==> src/rtl/mdwr_pkg.sv <==
// Purpose: constants and carrier types for the window, row duty and ramp configuration block
// Assumes: 8-bit register file reached through the serial bus register port
// Notes:   one localparam per offset, single-bit field and reset value
package mdwr_pkg;

  // register offsets
  localparam logic [7:0] OFF_INPUT_MODE   = 8'h01;
  localparam logic [7:0] OFF_FIRST_COLUMN = 8'h03;
  localparam logic [7:0] OFF_LAST_COLUMN  = 8'h04;
  localparam logic [7:0] OFF_FIRST_ROW    = 8'h05;
  localparam logic [7:0] OFF_LAST_ROW     = 8'h06;
  localparam logic [7:0] OFF_DUTY_LOW     = 8'h07;
  localparam logic [7:0] OFF_DUTY_HIGH    = 8'h08;
  localparam logic [7:0] OFF_RAMP_CTL     = 8'h09;
  localparam logic [7:0] OFF_RAMP_BIAS    = 8'h0a;
  localparam logic [7:0] OFF_DAC_MAX      = 8'h0b;
  localparam logic [7:0] OFF_PIXEL_BIAS   = 8'h0c;
  localparam logic [7:0] OFF_GAMMA_CTL    = 8'h0d;

  // reset values
  localparam logic [7:0] RST_POSITION   = 8'h06;
  localparam logic [7:0] RST_DUTY       = 8'h00;
  localparam logic [7:0] RST_RAMP_CTL   = 8'h01;
  localparam logic [7:0] RST_RAMP_BIAS  = 8'h44;
  localparam logic [7:0] RST_DAC_MAX    = 8'h80;
  localparam logic [7:0] RST_PIXEL_BIAS = 8'h01;
  localparam logic [7:0] RST_GAMMA_CTL  = 8'h00;
  localparam logic [7:0] RST_INPUT_MODE = 8'h00;

  // field positions
  localparam int BIT_WRITE_PROTECT = 7;
  localparam int BIT_STEREO_HIGH   = 4;
  localparam int BIT_RAMP_MONITOR  = 5;
  localparam int BIT_RAMP_FORCE    = 3;
  localparam int BIT_RAMP_RETURN   = 2;
  localparam int BIT_EXT_REF       = 3;
  localparam int BIT_PUMP_HOLD     = 4;
  localparam int BIT_SAMPLE_HOLD   = 3;

  // write masks keep reserved bits at reset value
  localparam logic [7:0] MASK_DUTY_HIGH  = 8'h13;
  localparam logic [7:0] MASK_RAMP_CTL   = 8'h2f;
  localparam logic [7:0] MASK_PIXEL_BIAS = 8'h0f;
  localparam logic [7:0] MASK_GAMMA_CTL  = 8'h1f;

  // timing
  localparam int CLK_PERIOD_NS   = 10;
  localparam int RETURN_SHORT_NS = 500;
  localparam int RETURN_LONG_NS  = 800;
  localparam logic [7:0] RETURN_SHORT_CYC = 8'((RETURN_SHORT_NS + CLK_PERIOD_NS - 1) / CLK_PERIOD_NS);
  localparam logic [7:0] RETURN_LONG_CYC  = 8'((RETURN_LONG_NS + CLK_PERIOD_NS - 1) / CLK_PERIOD_NS);

  // geometry and duty
  localparam int          ARRAY_COLUMNS = 1292;
  localparam int          ARRAY_ROWS    = 1036;
  localparam logic [9:0]  DUTY_FULL_MAX = 10'd527;
  localparam logic [7:0]  WINDOW_SHIFT  = 8'h06;

  // ramp start delay codes
  localparam logic [1:0] DELAY_EARLY = 2'b00;
  localparam logic [1:0] DELAY_NONE  = 2'b01;
  localparam logic [1:0] DELAY_LATE  = 2'b10;

  typedef enum logic [2:0] {
    MDWR_RAMP_IDLE   = 3'b001,
    MDWR_RAMP_RUN    = 3'b010,
    MDWR_RAMP_RETURN = 3'b100
  } mdwr_ramp_type;

  // window placement carried to the scan engine
  typedef struct packed {
    logic [10:0] col_first;
    logic [10:0] col_last;
    logic [10:0] row_first;
    logic [10:0] row_last;
  } mdwr_window_type;

  // analog trims carried to the ramp and sensor
  typedef struct packed {
    logic       ramp_monitor_enable;
    logic [3:0] ramp_buffer_bias;
    logic [3:0] ramp_amp_bias;
    logic [7:0] ramp_dac_maximum;
    logic [2:0] pixel_bias_select;
    logic       external_reference_enable;
    logic [2:0] gamma_sense_current_code;
    logic       sense_sample_hold_enable;
  } mdwr_trim_type;

  typedef struct packed {
    logic [7:0]    input_mode;
    logic [7:0]    first_col;
    logic [7:0]    last_col;
    logic [7:0]    first_row;
    logic [7:0]    last_row;
    logic [7:0]    duty_low;
    logic [7:0]    duty_high;
    logic [7:0]    ramp_ctl;
    logic [7:0]    ramp_bias;
    logic [7:0]    dac_max;
    logic [7:0]    pixel_bias;
    logic [7:0]    gamma_ctl;
    logic [7:0]    rd_data;
    logic [2:0]    vsync_sync;
    logic [1:0]    stereo_sync;
    logic [2:0]    hsync_sync;
    logic [1:0]    frame_sync;
    logic          stereo_frame;
    logic          frame_enabled;
    logic [10:0]   line_count;
    logic          row_active;
    logic          stereo_cur;
    mdwr_ramp_type ramp_state;
    logic [7:0]    ramp_count;
    logic [7:0]    ramp_level;
    logic          ramp_half_late;
    logic          pump_pause;
  } mdwr_state_type;

endpackage

==> src/rtl/mdwr_config.sv <==
// Purpose: register file, window placement, row duty and ramp timing of the scan engine
// Assumes: mclk 100 MHz; sync, stereo and blanking inputs arrive from other domains
// Notes:   registers written through the serial bus byte port, read back the same way
`timescale 1ns/1ps
`default_nettype none

module mdwr_config
  import mdwr_pkg::*;
(
  input  wire logic            mclk,
  input  wire logic            reset_n,
  input  wire logic            reg_wr,
  input  wire logic            reg_rd,
  input  wire logic [7:0]      reg_addr,
  input  wire logic [7:0]      reg_wdata,
  output logic [7:0]           reg_rdata,
  input  wire logic            vsync,
  input  wire logic            hsync,
  input  wire logic            stereo_enable,
  input  wire logic            frame_blank,
  input  wire logic            stereo_mode_select,
  input  wire logic            gamma_sample,
  output mdwr_window_type      window,
  output mdwr_trim_type        trims,
  output logic                 row_active,
  output logic                 row_black,
  output logic [7:0]           ramp_level,
  output logic                 ramp_half_late,
  output logic                 ramp_returning,
  output logic                 converter_pause,
  output logic                 frame_enabled
);

  mdwr_state_type cur_ff;
  mdwr_state_type nxt_cur;

  // window edge: offset inward from the near or far array edge, centred at reset
  function automatic logic [10:0] edge_pos(input logic [7:0] pos, input int span, input logic far);
    logic [10:0] res;
    res = far ? 11'(span - 1 - int'(pos)) : 11'(pos);
    return res;
  endfunction

  // duty length in line cycles, zero meaning whole frame
  function automatic logic [10:0] duty_lines(input logic [9:0] v);
    logic [10:0] res;
    res = (v == 10'd0 || v > DUTY_FULL_MAX) ? 11'd0 : {v, 1'b0};
    return res;
  endfunction

  logic [9:0]  duty_value;
  logic [10:0] duty_len;
  logic        vs_fall;
  logic        hs_rise;
  logic        duty_in_range;

  always_comb begin
    duty_value    = {cur_ff.duty_high[1:0], cur_ff.duty_low};
    duty_len      = duty_lines(duty_value);
    vs_fall       = cur_ff.vsync_sync[2] & ~cur_ff.vsync_sync[1];
    // edge taken between synced stage and its delayed copy, never the first stage
    hs_rise       = cur_ff.hsync_sync[1] & ~cur_ff.hsync_sync[2];
    duty_in_range = (duty_len == 11'd0) || (cur_ff.line_count < duty_len);
  end

  // single next-state process for the whole block
  always_comb begin
    logic       wp;
    logic       run_active;
    logic [7:0] ret_cyc;
    wp         = 1'b0;
    run_active = 1'b0;
    ret_cyc    = 8'h00;
    nxt_cur    = cur_ff;

    // input synchronisers: first stage read only by second stage
    nxt_cur.vsync_sync  = {cur_ff.vsync_sync[1:0], vsync};
    nxt_cur.hsync_sync  = {cur_ff.hsync_sync[1:0], hsync};
    nxt_cur.stereo_sync = {cur_ff.stereo_sync[0], stereo_enable};
    nxt_cur.frame_sync  = {cur_ff.frame_sync[0], gamma_sample & frame_blank};

    // register writes; protect bit locks every other register
    wp = cur_ff.input_mode[BIT_WRITE_PROTECT];
    if (reg_wr) begin
      if (reg_addr == OFF_INPUT_MODE) begin
        nxt_cur.input_mode = reg_wdata;
      end else if (!wp) begin
        case (reg_addr)
          OFF_FIRST_COLUMN: nxt_cur.first_col  = reg_wdata;
          OFF_LAST_COLUMN:  nxt_cur.last_col   = reg_wdata;
          OFF_FIRST_ROW:    nxt_cur.first_row  = reg_wdata;
          OFF_LAST_ROW:     nxt_cur.last_row   = reg_wdata;
          OFF_DUTY_LOW:     nxt_cur.duty_low   = reg_wdata;
          OFF_DUTY_HIGH:    nxt_cur.duty_high  = reg_wdata & MASK_DUTY_HIGH;
          OFF_RAMP_CTL:     nxt_cur.ramp_ctl   = reg_wdata & MASK_RAMP_CTL;
          OFF_RAMP_BIAS:    nxt_cur.ramp_bias  = reg_wdata;
          OFF_DAC_MAX:      nxt_cur.dac_max    = reg_wdata;
          OFF_PIXEL_BIAS:   nxt_cur.pixel_bias = reg_wdata & MASK_PIXEL_BIAS;
          OFF_GAMMA_CTL:    nxt_cur.gamma_ctl  = reg_wdata & MASK_GAMMA_CTL;
          default: ;
        endcase
      end
    end

    // read data registered; unmapped offsets read zero
    if (reg_rd) begin
      case (reg_addr)
        OFF_INPUT_MODE:   nxt_cur.rd_data = cur_ff.input_mode;
        OFF_FIRST_COLUMN: nxt_cur.rd_data = cur_ff.first_col;
        OFF_LAST_COLUMN:  nxt_cur.rd_data = cur_ff.last_col;
        OFF_FIRST_ROW:    nxt_cur.rd_data = cur_ff.first_row;
        OFF_LAST_ROW:     nxt_cur.rd_data = cur_ff.last_row;
        OFF_DUTY_LOW:     nxt_cur.rd_data = cur_ff.duty_low;
        OFF_DUTY_HIGH:    nxt_cur.rd_data = cur_ff.duty_high;
        OFF_RAMP_CTL:     nxt_cur.rd_data = cur_ff.ramp_ctl;
        OFF_RAMP_BIAS:    nxt_cur.rd_data = cur_ff.ramp_bias;
        OFF_DAC_MAX:      nxt_cur.rd_data = cur_ff.dac_max;
        OFF_PIXEL_BIAS:   nxt_cur.rd_data = cur_ff.pixel_bias;
        OFF_GAMMA_CTL:    nxt_cur.rd_data = cur_ff.gamma_ctl;
        default:          nxt_cur.rd_data = 8'h00;
      endcase
    end

    // stereo flag caught at sync fall, applied from the next frame on
    if (vs_fall) begin
      nxt_cur.frame_enabled = cur_ff.stereo_frame;
      nxt_cur.stereo_frame  = cur_ff.stereo_sync[1];
      nxt_cur.stereo_cur    = stereo_mode_select;
      nxt_cur.line_count    = 11'd0;
    end else if (hs_rise) begin
      nxt_cur.line_count = cur_ff.line_count + 11'd1;
    end

    // row duty: enabled stereo frames and mono run the programmed duty;
    // on the non-enabled frame bit 4 set keeps rows active the whole frame, clear runs the programmed duty
    if (cur_ff.stereo_cur && !cur_ff.frame_enabled) begin
      if (cur_ff.duty_high[BIT_STEREO_HIGH]) begin
        run_active = 1'b1;
      end else begin
        run_active = duty_in_range;
      end
    end else begin
      run_active = duty_in_range;
    end
    nxt_cur.row_active = run_active;

    // ramp sequencer: start at line edge, rise, then fly back
    ret_cyc = cur_ff.ramp_ctl[BIT_RAMP_RETURN] ? RETURN_LONG_CYC : RETURN_SHORT_CYC;
    nxt_cur.ramp_half_late = (cur_ff.ramp_ctl[1:0] == DELAY_LATE);
    case (cur_ff.ramp_state)
      MDWR_RAMP_IDLE: begin
        nxt_cur.ramp_level = 8'h00;
        if (hs_rise) begin
          nxt_cur.ramp_state = MDWR_RAMP_RUN;
          // early start skips the first step, no delay and late start both begin at zero
          nxt_cur.ramp_level = (cur_ff.ramp_ctl[1:0] == DELAY_EARLY) ? 8'h01 : 8'h00;
        end
      end
      MDWR_RAMP_RUN: begin
        if (cur_ff.ramp_level >= cur_ff.dac_max) begin
          nxt_cur.ramp_state = MDWR_RAMP_RETURN;
          nxt_cur.ramp_count = ret_cyc;
        end else begin
          nxt_cur.ramp_level = cur_ff.ramp_level + 8'h01;
        end
      end
      MDWR_RAMP_RETURN: begin
        nxt_cur.ramp_level = 8'h00;
        if (cur_ff.ramp_count <= 8'h01) begin
          nxt_cur.ramp_state = MDWR_RAMP_IDLE;
          nxt_cur.ramp_count = 8'h00;
        end else begin
          nxt_cur.ramp_count = cur_ff.ramp_count - 8'h01;
        end
      end
      default: begin
        nxt_cur.ramp_state = MDWR_RAMP_IDLE;
        nxt_cur.ramp_level = 8'h00;
      end
    endcase

    // converter paused only while a gamma sample is taken in blanking
    nxt_cur.pump_pause = cur_ff.gamma_ctl[BIT_PUMP_HOLD] & cur_ff.frame_sync[1];
  end

  // state register; reset loads constants only
  always_ff @(posedge mclk or negedge reset_n) begin
    if (!reset_n) begin
      cur_ff <= '{
        input_mode: RST_INPUT_MODE,
        first_col:  RST_POSITION,
        last_col:   RST_POSITION,
        first_row:  RST_POSITION,
        last_row:   RST_POSITION,
        duty_low:   RST_DUTY,
        duty_high:  RST_DUTY,
        ramp_ctl:   RST_RAMP_CTL,
        ramp_bias:  RST_RAMP_BIAS,
        dac_max:    RST_DAC_MAX,
        pixel_bias: RST_PIXEL_BIAS,
        gamma_ctl:  RST_GAMMA_CTL,
        ramp_state: MDWR_RAMP_IDLE,
        default:    '0
      };
    end else begin
      cur_ff <= nxt_cur;
    end
  end

  // outputs
  always_comb begin
    window.col_first = edge_pos(cur_ff.first_col, ARRAY_COLUMNS, 1'b0);
    window.col_last  = edge_pos(cur_ff.last_col, ARRAY_COLUMNS, 1'b1);
    window.row_first = edge_pos(cur_ff.first_row, ARRAY_ROWS, 1'b0);
    window.row_last  = edge_pos(cur_ff.last_row, ARRAY_ROWS, 1'b1);
    trims.ramp_monitor_enable       = cur_ff.ramp_ctl[BIT_RAMP_MONITOR];
    trims.ramp_buffer_bias          = cur_ff.ramp_bias[7:4];
    trims.ramp_amp_bias             = cur_ff.ramp_bias[3:0];
    trims.ramp_dac_maximum          = cur_ff.dac_max;
    trims.pixel_bias_select         = cur_ff.pixel_bias[2:0];
    trims.external_reference_enable = cur_ff.pixel_bias[BIT_EXT_REF];
    trims.gamma_sense_current_code  = cur_ff.gamma_ctl[2:0];
    trims.sense_sample_hold_enable  = cur_ff.gamma_ctl[BIT_SAMPLE_HOLD];
  end

  assign reg_rdata       = cur_ff.rd_data;
  assign row_active      = cur_ff.row_active;
  assign row_black       = ~cur_ff.row_active;
  // test bit overrides the ramp with full scale
  assign ramp_level      = cur_ff.ramp_ctl[BIT_RAMP_FORCE] ? 8'hff : cur_ff.ramp_level;
  assign ramp_half_late  = cur_ff.ramp_half_late;
  assign ramp_returning  = (cur_ff.ramp_state == MDWR_RAMP_RETURN);
  assign converter_pause = cur_ff.pump_pause;
  assign frame_enabled   = cur_ff.frame_enabled;

endmodule

`default_nettype wire

==> config.mk <==
export PLATFORM = sky130hd
export DESIGN_NAME = mdwr_config
export DESIGN_NICKNAME = d
export VERILOG_FILES = /design/src/rtl/mdwr_pkg.sv /design/src/rtl/mdwr_config.sv
export SDC_FILE = /design/constraint.sdc
export NUM_CORES = 1
export LEC_CHECK = 0
export ABC_AREA = 1
export ABC_CLOCK_PERIOD_IN_PS = 1800
export BUFFER_PORTS_ARGS = -buffer_cell sky130_fd_sc_hd__buf_2
export CORE_MARGIN = 1.5
export CORE_UTILIZATION = 52
export DETAILED_ROUTE_END_ITERATION = 12
export HOLD_SLACK_MARGIN = 0.02
export PLACE_DENSITY = 0.77
export SYNTH_ARGS = -nofsm -noshare
export SYNTH_HDL_FRONTEND = slang
export SYNTH_SLANG_ARGS = --single-unit
export TNS_END_PERCENT = 10
==> constraint.sdc <==
create_clock -name mclk -period 1.8 [get_ports mclk]
set_input_delay 0.54 -clock mclk [delete_from_list [all_inputs] [get_ports mclk]]
set_output_delay 0.54 -clock mclk [all_outputs]
set_load 0.02 [all_outputs]
==> results of run 1 <==
## cell usage in the layout, fill, tap and decap left out, types with 3 or more instances in the layout
cell | netlist | final
a21oi_1 | 15 | 14
nand3b_1 | 3 | 3
buf_2 | 7 | 93
inv_2 | 2 | 7
o21a_1 | 3 | 3
nor2_1 | 68 | 66
nand2_2 | 3 | 8
inv_6 | 0 | 4
o21ai_1 | 11 | 13
dfrtp_2 | 0 | 5
inv_1 | 90 | 84
o21ai_0 | 96 | 94
dfstp_2 | 14 | 14
conb_1 | 2 | 8
nand3_1 | 96 | 95
clkbuf_16 | 0 | 17
xor2_1 | 12 | 11
nand2_1 | 267 | 261
buf_12 | 0 | 5
bufinv_16 | 0 | 3
buf_4 | 60 | 66
buf_6 | 2 | 8
nor2_2 | 4 | 6
ha_1 | 23 | 20
nor3_1 | 16 | 13
ha_4 | 0 | 3
nor3_2 | 0 | 3
nand4_2 | 5 | 5
nor2_4 | 3 | 3
dfrtp_1 | 121 | 116
nand4_1 | 10 | 10
## flip-flops by register name, indices dropped and copies added, names as in the netlist
signal,count
cur_ff,82
trims,25
window,16
reg_rdata,8
converter_pause,1
frame_enabled,1
ramp_half_late,1
row_active,1
## through the flow
| step | area, um2 | TNS (ns) |
|---|---|---|
| 4_1_cts | 8980 | -3.54 |
| 2_1_floorplan | 7520 | -0.00554 |
| 3_3_place_gp | 8280 | -2.54 |
| 5_1_grt | 9080 | -5.01 |
| 3_5_place_dp | 8280 | -3.77 |
| 6_report | 9080 | -3.21 |
## report_power, final
group          switching [mW]  total, mW  internal, mW
Sequential              0.217       3.51          3.30
Clock                    1.36       3.56          2.20
Combinational            1.04       1.67         0.634
## cells in the mapped netlist
master	number	area share [%]
a211oi_1	1	0.10
a21oi_1	15	1.0
a22oi_1	1	0.10
a31oi_1	1	0.084
and3_1	2	0.17
buf_2	7	0.47
buf_4	60	6.0
buf_6	2	0.30
clkbuf_1	13	0.65
clkinv_1	1	0.050
conb_1	2	0.10
dfrtp_1	121	40
dfstp_2	14	4.9
ha_1	23	3.8
inv_1	90	4.5
inv_2	2	0.10
nand2_1	267	13
nand2_2	3	0.25
nand2_4	1	0.15
nand3_1	96	6.4
nand3_2	1	0.13
nand3b_1	3	0.30
nand4_1	10	0.83
nand4_2	5	0.83
nor2_1	68	3.4
nor2_2	4	0.33
nor2_4	3	0.45
nor3_1	16	1.1
nor3_4	1	0.22
o21a_1	3	0.30
o21ai_0	96	6.4
o21ai_1	11	0.73
o21bai_1	2	0.20
o22ai_1	1	0.084
o31ai_1	1	0.10
or2_2	1	0.084
xnor2_1	1	0.12
xor2_1	12	1.4
## critical path, stage by stage (launching register included)
cell and delay, ns:
dfstp_2 0.57, ha_4 0.15, nor2_1 0.04, nand2_1 0.09, xor2_1 0.16, buf_4 0.16
## final timing paths
path	to	slack [ns]	depth (start not counted)
min in group asynchronous	cur_ff[40]	0.49	2
max in group asynchronous	trims[15]	0.73	3
setup / recovery	window[6]	-0.33	5
hold reg to reg	cur_ff[42]	0.35	0
setup reg to reg	row_active	-0.10	12
hold / removal	cur_ff[38]	0.22	1
## layer usage
metal	global-route usage, %	up-vias
met3	6.23	41
met2	44.7	233
li1	-	3281
met5	0	-
met4	11.1	0
met1	35.7	3180
## logic make-up (layout without fill, tap and decap cells)
| family | Yosys count | after routing | share of synthesized area [%] |
|---|---|---|---|
| AND/OR/NAND/NOR | 481 | 481 | 28.0 |
| AO/OA/AOI/OAI | 132 | 132 | 9.12 |
| other | 2 | 8 | 0.100 |
| adder cells (fa/ha/maj) | 23 | 23 | 3.84 |
| flip-flops | 135 | 135 | 45.3 |
| buffers and inverters | 175 | 299 | 12.1 |
| XOR/XNOR | 13 | 13 | 1.52 |
## area by class of cell
cell class                      count  area (um2)  area share, %
Sequential cell                   135        3400           37.5
Multi-Input combinational cell    657        3320           36.5
Timing Repair Buffer              174        1180           13.0
Clock buffer                       19         433           4.77
Inverter                           93         354           3.90
Tap cell                          180         225           2.48
Clock inverter                     13         171           1.89
## timing repair
item / CTS / global route
hold buffers: 1 / 0
setup buffers: 1 / 0
endpoints found under the hold margin: 7 / 0
resized for setup: 28 / 31
gates cloned: 0 / 0
pin swaps: 4 / 3
setup endpoints to repair: 32 / 43
==> impl_metrics.tcl, run 1 <==
set metrics [dict create \
    num_vias 6735 \
    hold_violations 0 \
    io_pins 117 \
    grt.total_usage_pct 27.5 \
    clk_pin_slew_ns 0.06 \
    rsz0062_at_grt "true" \
    clkSinkCount 135 \
    h-tree-depth 4 \
    crit_start "cur_ff[112]" \
    wirelength_um 19600 \
    cts_made_buffers 17 \
    grt_overflow 0 \
    antenna_found_initial 0 \
    drtPass1Iterations 6 \
    wl_met3_um 1150 \
    layout_setup_ws_ns -0.335 \
    power.total_mw 8.75 \
    hold_ws_ns 0.223 \
    worst_ep_arrival_time_ns 1.59 \
    yosysSeqAreaShare_pct 45.3 \
    cts_root_buf "clkbuf_16" \
    top_layer_used "met4" \
    min_period_over_period_pct 119 \
    grt_pass1_vias 6306 \
    rr_startpoint "cur_ff[108]" \
    cts_buffer_depth 2 \
    run_status "complete, but fails checks" \
    antenna_cells 0 \
    min_from "hsync" \
    grt_max_degree 66 \
    core_area_um2 14000 \
    synth_cell_types 38 \
    ys_seq_elements 135 \
    skew_ns 0.00990 \
    dieArea_um2 15100 \
    final_util_pct 64.9 \
    finalSetupViolations 17 \
    wl_met1_um 8430 \
    layout-drive-gt1-share_pct 24.5 \
    cts_tree "done" \
    portBuffers 108 \
    gp_congestion 0.897 \
    irDropWorstVdd_uv 815 \
    syn-mean-instance-area_um2 7.80 \
    cp_max_fo 3 \
    syn_to_final_growth_pct 21.1 \
    p_leak_nw 4.86 \
    dp.cells 1237 \
    dp_hpwl_um 14200 \
    place_ws_ns -0.150 \
    n_fill_cell 1204 \
    cp.required_ns 1.26 \
    netlist_area_um2 7490 \
    ant_nets 0 \
    hp-class "input pin to flip-flop" \
    die_w_um 123 \
    final_nets 1127 \
    wl_met2_um 9450 \
    fp-row-count 43 \
    crit_path_end_kind "output port" \
    drc 0 \
    slew_headroom_pct 61.0 \
    clock_latency_ns 0.42 \
    min_period_ns 2.13 \
    max_freq_mhz 468 \
    violations "negative setup slack" \
    cap_violations 0 \
    via_per_inst 5.30 \
    final-instance-count-excl-fill 1271 \
    ys.warnings.count 0 \
    cp-start-kind "flip-flop" \
    avgRoutedWirePerCell_um 15.4 \
    cellPowerDensity_nw_per_um2 964 \
    syn_inst 961 \
    finalMaxSlewViolations 0 \
    grt_pass1_wl_um 31600 \
    criticalPathCategory "flip-flop to output port" \
    worstMarginPinSlew_ns 0.585 \
    die_y_um 123 \
    initial_core_util_pct 53.6 \
    drt_iter0_markers 630 \
]
No activity file was read; power rests on OpenSTA's default activity.
==> run 2: changes to the inputs <==
--- a/config.mk
+++ b/config.mk
@@ -9,10 +9,10 @@
 export ABC_CLOCK_PERIOD_IN_PS = 1800
 export BUFFER_PORTS_ARGS = -buffer_cell sky130_fd_sc_hd__buf_2
 export CORE_MARGIN = 1.5
-export CORE_UTILIZATION = 52
+export CORE_UTILIZATION = 45
 export DETAILED_ROUTE_END_ITERATION = 12
 export HOLD_SLACK_MARGIN = 0.02
-export PLACE_DENSITY = 0.77
+export PLACE_DENSITY = 0.68
 export SYNTH_ARGS = -nofsm -noshare
 export SYNTH_HDL_FRONTEND = slang
 export SYNTH_SLANG_ARGS = --single-unit
==> impl_metrics.tcl, run 2 (same netlist as run 1, synthesis figures left out) <==
set metrics [dict create \
    run_status "complete, but fails checks" \
    violations "negative setup slack" \
    rsz0062_at_grt "true" \
    internal_power_mw 6.31 \
    clock_latency_ns 0.42 \
    initial_core_util_pct 46.7 \
    cp_max_fo 4 \
    drtPass1Iterations 5 \
    grt_pass1_wl_um 32400 \
    hold-path-cell-count 1 \
    rrSetupSlack_ns -0.14 \
    clk_pin_slew_ns 0.06 \
    grt.total_usage_pct 23.6 \
    antenna_cells 0 \
    final-instance-count-excl-fill 1316 \
    cts_made_buffers 17 \
    syn_to_final_growth_pct 24.3 \
    h-tree-depth 4 \
    dp.cells 1279 \
    min_to "cur_ff[43]" \
    layout-drive-gt1-share_pct 25.0 \
    cts_root_buf "clkbuf_16" \
    largest_reg_flops 82 \
    min_from "vsync" \
    cp-start-kind "flip-flop" \
    num_vias 6659 \
    p_leak_nw 4.95 \
    cellPowerDensity_nw_per_um2 956 \
    stdcell_area_um2 9320 \
    skew_ns 0.00638 \
    drc 0 \
    portBuffers 108 \
    io_pins 117 \
    min_period_ns 2.17 \
    min_period_over_period_pct 121 \
    dp_hpwl_um 14500 \
    fin_setup_tns_ns -4.10 \
    rr_startpoint "cur_ff[106]" \
    worst_ep_arrival_time_ns 1.63 \
    criticalPathCategory "flip-flop to output port" \
    seqPwrFrac_pct 39.3 \
    die_w_um 132 \
    ant_nets 0 \
    core_area_um2 16100 \
    layout_commonest_cell "nand2_1" \
    p_sw_mw 2.59 \
    placed_area_um2 8390 \
    layout_setup_ws_ns -0.374 \
    grt_pass1_vias 6318 \
    wirelength_um 19900 \
    finalSetupViolations 16 \
    reg2reg_depth 14 \
    finalMaxSlewViolations 0 \
    max_freq_mhz 460 \
    antenna_found_initial 0 \
    hp-class "input pin to flip-flop" \
    crit_path_end_kind "output port" \
    grt_overflow 0 \
    cap_violations 0 \
    irDropWorstVdd_uv 761 \
    dieArea_um2 17400 \
    cts_buffer_depth 2 \
    clkPwrFrac_pct 41.5 \
    drt_iter0_markers 366 \
    gp_congestion 0.873 \
    cts_tree "done" \
    fp-row-count 46 \
    combPwrFrac_pct 19.2 \
    hold_violations 0 \
    die_y_um 132 \
    via_per_inst 5.06 \
    switching_share_pct 29.1 \
    r2r_end "row_active" \
    slew_headroom_pct 62.8 \
    clkSinkCount 135 \
    n_fill_cell 1419 \
    cp.required_ns 1.26 \
    most-common-layout-cells "nand2_1, dfrtp_1, nand3_1" \
    worstMarginPinSlew_ns 0.558 \
    final_nets 1136 \
    power.total_mw 8.91 \
    hold_ws_ns 0.222 \
    avgRoutedWirePerCell_um 15.1 \
    regMostFlops "cur_ff" \
    grt_max_degree 35 \
]
run 2: final cells by class:
cell class	count	area (um2)	share of cell area, %
Clock buffer	21	450	4.83
Multi-Input combinational cell	657	3370	36.1
Clock inverter	11	174	1.87
Sequential cell	135	3400	36.5
Tap cell	216	270	2.90
Timing Repair Buffer	183	1300	14.0
Inverter	93	354	3.80
run 2: worst max path at each step:
stage,from,endpoint,slack (ns)
2_1_floorplan,cur_ff[113],window[8],-0.006
3_3_place_gp,cur_ff[106],row_active,-0.15
3_5_place_dp,reg_addr[3],cur_ff[104],-0.16
4_1_cts,cur_ff[112],window[6],-0.40
5_1_grt,cur_ff[113],window[8],-0.46
6_report,cur_ff[113],window[8],-0.37
run 2: what timing repair did:
item                       CTS  global route
resized for setup           37            32
setup endpoints to repair   34            43
hold buffers                 1             0
hold endpoints to repair    23             0
buffers inserted             2             2
pin swaps                    5             4
run 2: critical path, cell delays in order, from the launching register on:
cell,delay [ns]
dfrtp_2,0.45
ha_4,0.19
nor2_4,0.11
nand2_4,0.08
nor3_4,0.20
inv_1,0.07
buf_6,0.13
run 2: routing by layer:
metal	track usage, %	vias to the layer above	part of all wire (%)
met3	5.00	40	5.4
met1	31.1	3119	45
met4	9.20	0	3.0
met5	0	-	0
met2	38.0	198	47
li1	-	3302	-
run 2: power by group through the flow:
stage	Clock (mW)	Sequential, mW	Combinational (mW)
CTS	3.73	3.50	1.66
global route	3.88	3.54	1.93
finish	3.69	3.50	1.71
detailed placement	0	3.54	1.60
global placement	0	3.54	1.57
floorplan	0	3.51	1.06
run 2: stage by stage:
| step | setup WS [ns] | util [%] |
|---|---|---|
| floorplan | -0.00554 | - |
| global placement | -0.151 | 52.3 |
| detailed placement | -0.163 | 52.3 |
| CTS | -0.403 | 57.2 |
| global route | -0.457 | 58.0 |
| finish | -0.374 | 58.0 |
==> run 3: changes to the inputs <==
--- a/config.mk
+++ b/config.mk
@@ -10,9 +10,11 @@
 export BUFFER_PORTS_ARGS = -buffer_cell sky130_fd_sc_hd__buf_2
 export CORE_MARGIN = 1.5
 export CORE_UTILIZATION = 45
+export CTS_BUF_LIST = sky130_fd_sc_hd__clkbuf_8
 export DETAILED_ROUTE_END_ITERATION = 12
 export HOLD_SLACK_MARGIN = 0.02
 export PLACE_DENSITY = 0.68
+export RECOVER_POWER = 100
 export SYNTH_ARGS = -nofsm -noshare
 export SYNTH_HDL_FRONTEND = slang
 export SYNTH_SLANG_ARGS = --single-unit
==> impl_metrics.tcl, run 3 (same netlist as run 1, synthesis figures left out) <==
set metrics [dict create \
    place_ws_ns -0.163 \
    cp_max_fo 3 \
    n_fill_cell 1502 \
    final-instance-count-excl-fill 1318 \
    clock_latency_ns 0.46 \
    multi_input_area_um2 3330 \
    rr_startpoint "cur_ff[94]" \
    critical_path.max_stage_delay_ns 0.59 \
    rrSetupSlack_ns -0.09 \
    via_per_inst 5.07 \
    clkPwrFrac_pct 34.8 \
    regMostFlops "cur_ff" \
    min_from "vsync" \
    cts_root_buf "clkbuf_8" \
    drc 0 \
    run_status "complete, but fails checks" \
    num_vias 6687 \
    avgRoutedWirePerCell_um 15.1 \
    hold_violations 0 \
    worstMarginPinSlew_ns 0.857 \
    dieArea_um2 17400 \
    rsz0062_at_grt "true" \
    power.total_mw 7.94 \
    min_period_ns 2.21 \
    syn_to_final_growth_pct 19.8 \
    crit_slowest_cell "dfstp_2" \
    antenna_found_initial 0 \
    crit_chain "buf_6 > a21oi_4 > nand3_2 > xor2_1 > buf_4" \
    final_util_pct 55.9 \
    dp_hpwl_um 14500 \
    grt_pass1_vias 6260 \
    grt_max_degree 35 \
    ant_nets 0 \
    criticalPathCategory "flip-flop to output port" \
    grt.total_usage_pct 23.4 \
    p_leak_nw 4.64 \
    hold_ws_ns 0.187 \
    clk_pin_slew_ns 0.08 \
    worst_ep_arrival_time_ns 1.67 \
    layout_commonest_cell "nand2_1" \
    seqCellArea_um2 3400 \
    max_freq_mhz 453 \
    internal_power_mw 5.46 \
    cts_made_buffers 17 \
    combPwrFrac_pct 21.2 \
    fp-row-count 46 \
    hold-path-cell-count 1 \
    r2r_end "row_active" \
    final_nets 1138 \
    p_sw_mw 2.48 \
    grt_overflow 0 \
    skew_ns 0.0137 \
    portBuffers 108 \
    min_period_over_period_pct 123 \
    largest_reg_flops 82 \
    antenna_cells 0 \
    cp-start-kind "flip-flop" \
    io_pins 117 \
    gp_congestion 0.873 \
    min_to "cur_ff[43]" \
    slew_headroom_pct 42.9 \
    initial_core_util_pct 46.7 \
    crit_path_end_kind "output port" \
    drt_iter0_markers 445 \
    violations "negative setup slack" \
    cp.required_ns 1.26 \
    cts_tree "done" \
    dp.cells 1279 \
    finalMaxSlewViolations 0 \
    h-tree-depth 4 \
    wirelength_um 19800 \
    cts_buffer_depth 2 \
    core_area_um2 16100 \
    cap_violations 0 \
    drtPass1Iterations 5 \
    hp-class "input pin to flip-flop" \
    finalSetupViolations 22 \
    clkSinkCount 135 \
    grt_pass1_wl_um 32100 \
    most-common-layout-cells "nand2_1, dfrtp_1, nand3_1" \
    die_y_um 132 \
    layout_setup_ws_ns -0.405 \
    layout-drive-gt1-share_pct 20.7 \
    reg2reg_depth 14 \
    irDropWorstVdd_uv 467 \
    die_w_um 132 \
    seqPwrFrac_pct 44.1 \
    cellPowerDensity_nw_per_um2 884 \
    switching_share_pct 31.2 \
]
## run 3: cell types whose count changed in the layout (fill, tap and decap cells not counted), sizes merged
cell	change
buf	-61
inv	+2
clkbuf	+60
clkinv	+1
## run 3: per-stage QoR
stage,setup TNS (ns),instance area (um2)
after detailed placement,-3.76,8390
after global placement,-1.94,8390
after global routing,-14.23,8970
final,-4.26,8970
after CTS,-4.74,8960
after floorplan,-0.00554,7520
## run 3: critical path: cells and delay by family, from the launching register on
family / cells / cell delay [ns]
AOI/OAI and AO/OA: 1 / 0.06
xor gates and xnor gates: 1 / 0.19
buffers and inverters: 2 / 0.30
DFF: 1 / 0.59
and+or+nand+nor: 1 / 0.06
## run 3: power groups by stage
| stage | Sequential, mW | Clock (mW) | Combinational (mW) |
|---|---|---|---|
| final | 3.50 | 2.76 | 1.68 |
| after global routing | 3.53 | 2.94 | 1.89 |
| after CTS | 3.49 | 2.79 | 1.65 |
| after detailed placement | 3.54 | 0 | 1.60 |
| after global placement | 3.54 | 0 | 1.57 |
| after floorplan | 3.51 | 0 | 1.06 |
## run 3: layout make-up
cell class                 count  area share, %
inverter                      93           3.97
clock buffer                  18           2.76
tap                          216           3.01
timing repair buffer         185           13.2
sequential                   135           37.9
clock inverter                14           2.06
multi-input combinational    657           37.1
## run 3: worst max path at each step
| stage | slack (ns) | startpoint | to |
|---|---|---|---|
| floorplan | -0.006 | cur_ff[113] | window[8] |
| global placement | -0.15 | cur_ff[106] | row_active |
| detailed placement | -0.16 | reg_addr[3] | cur_ff[104] |
| CTS | -0.43 | cur_ff[112] | window[6] |
| global route | -0.47 | cur_ff[112] | window[6] |
| finish | -0.41 | cur_ff[112] | window[7] |
## run 3: layer usage
layer | routed length [um] | track usage (%) | up-vias
li1 | - | - | 3307
met1 | 8870 | 31.1 | 3133
met2 | 9360 | 37.2 | 209
met3 | 1070 | 4.77 | 38
met4 | 535 | 9.75 | 0
met5 | 0 | 0 | -
## run 3: repair_timing
action	in CTS	in global routing
gates resized for setup	35	46
pin swaps	5	3
hold buffers	1	0
endpoints found under the setup margin	35	45
endpoints found under the hold margin	23	0
buffers inserted	2	4
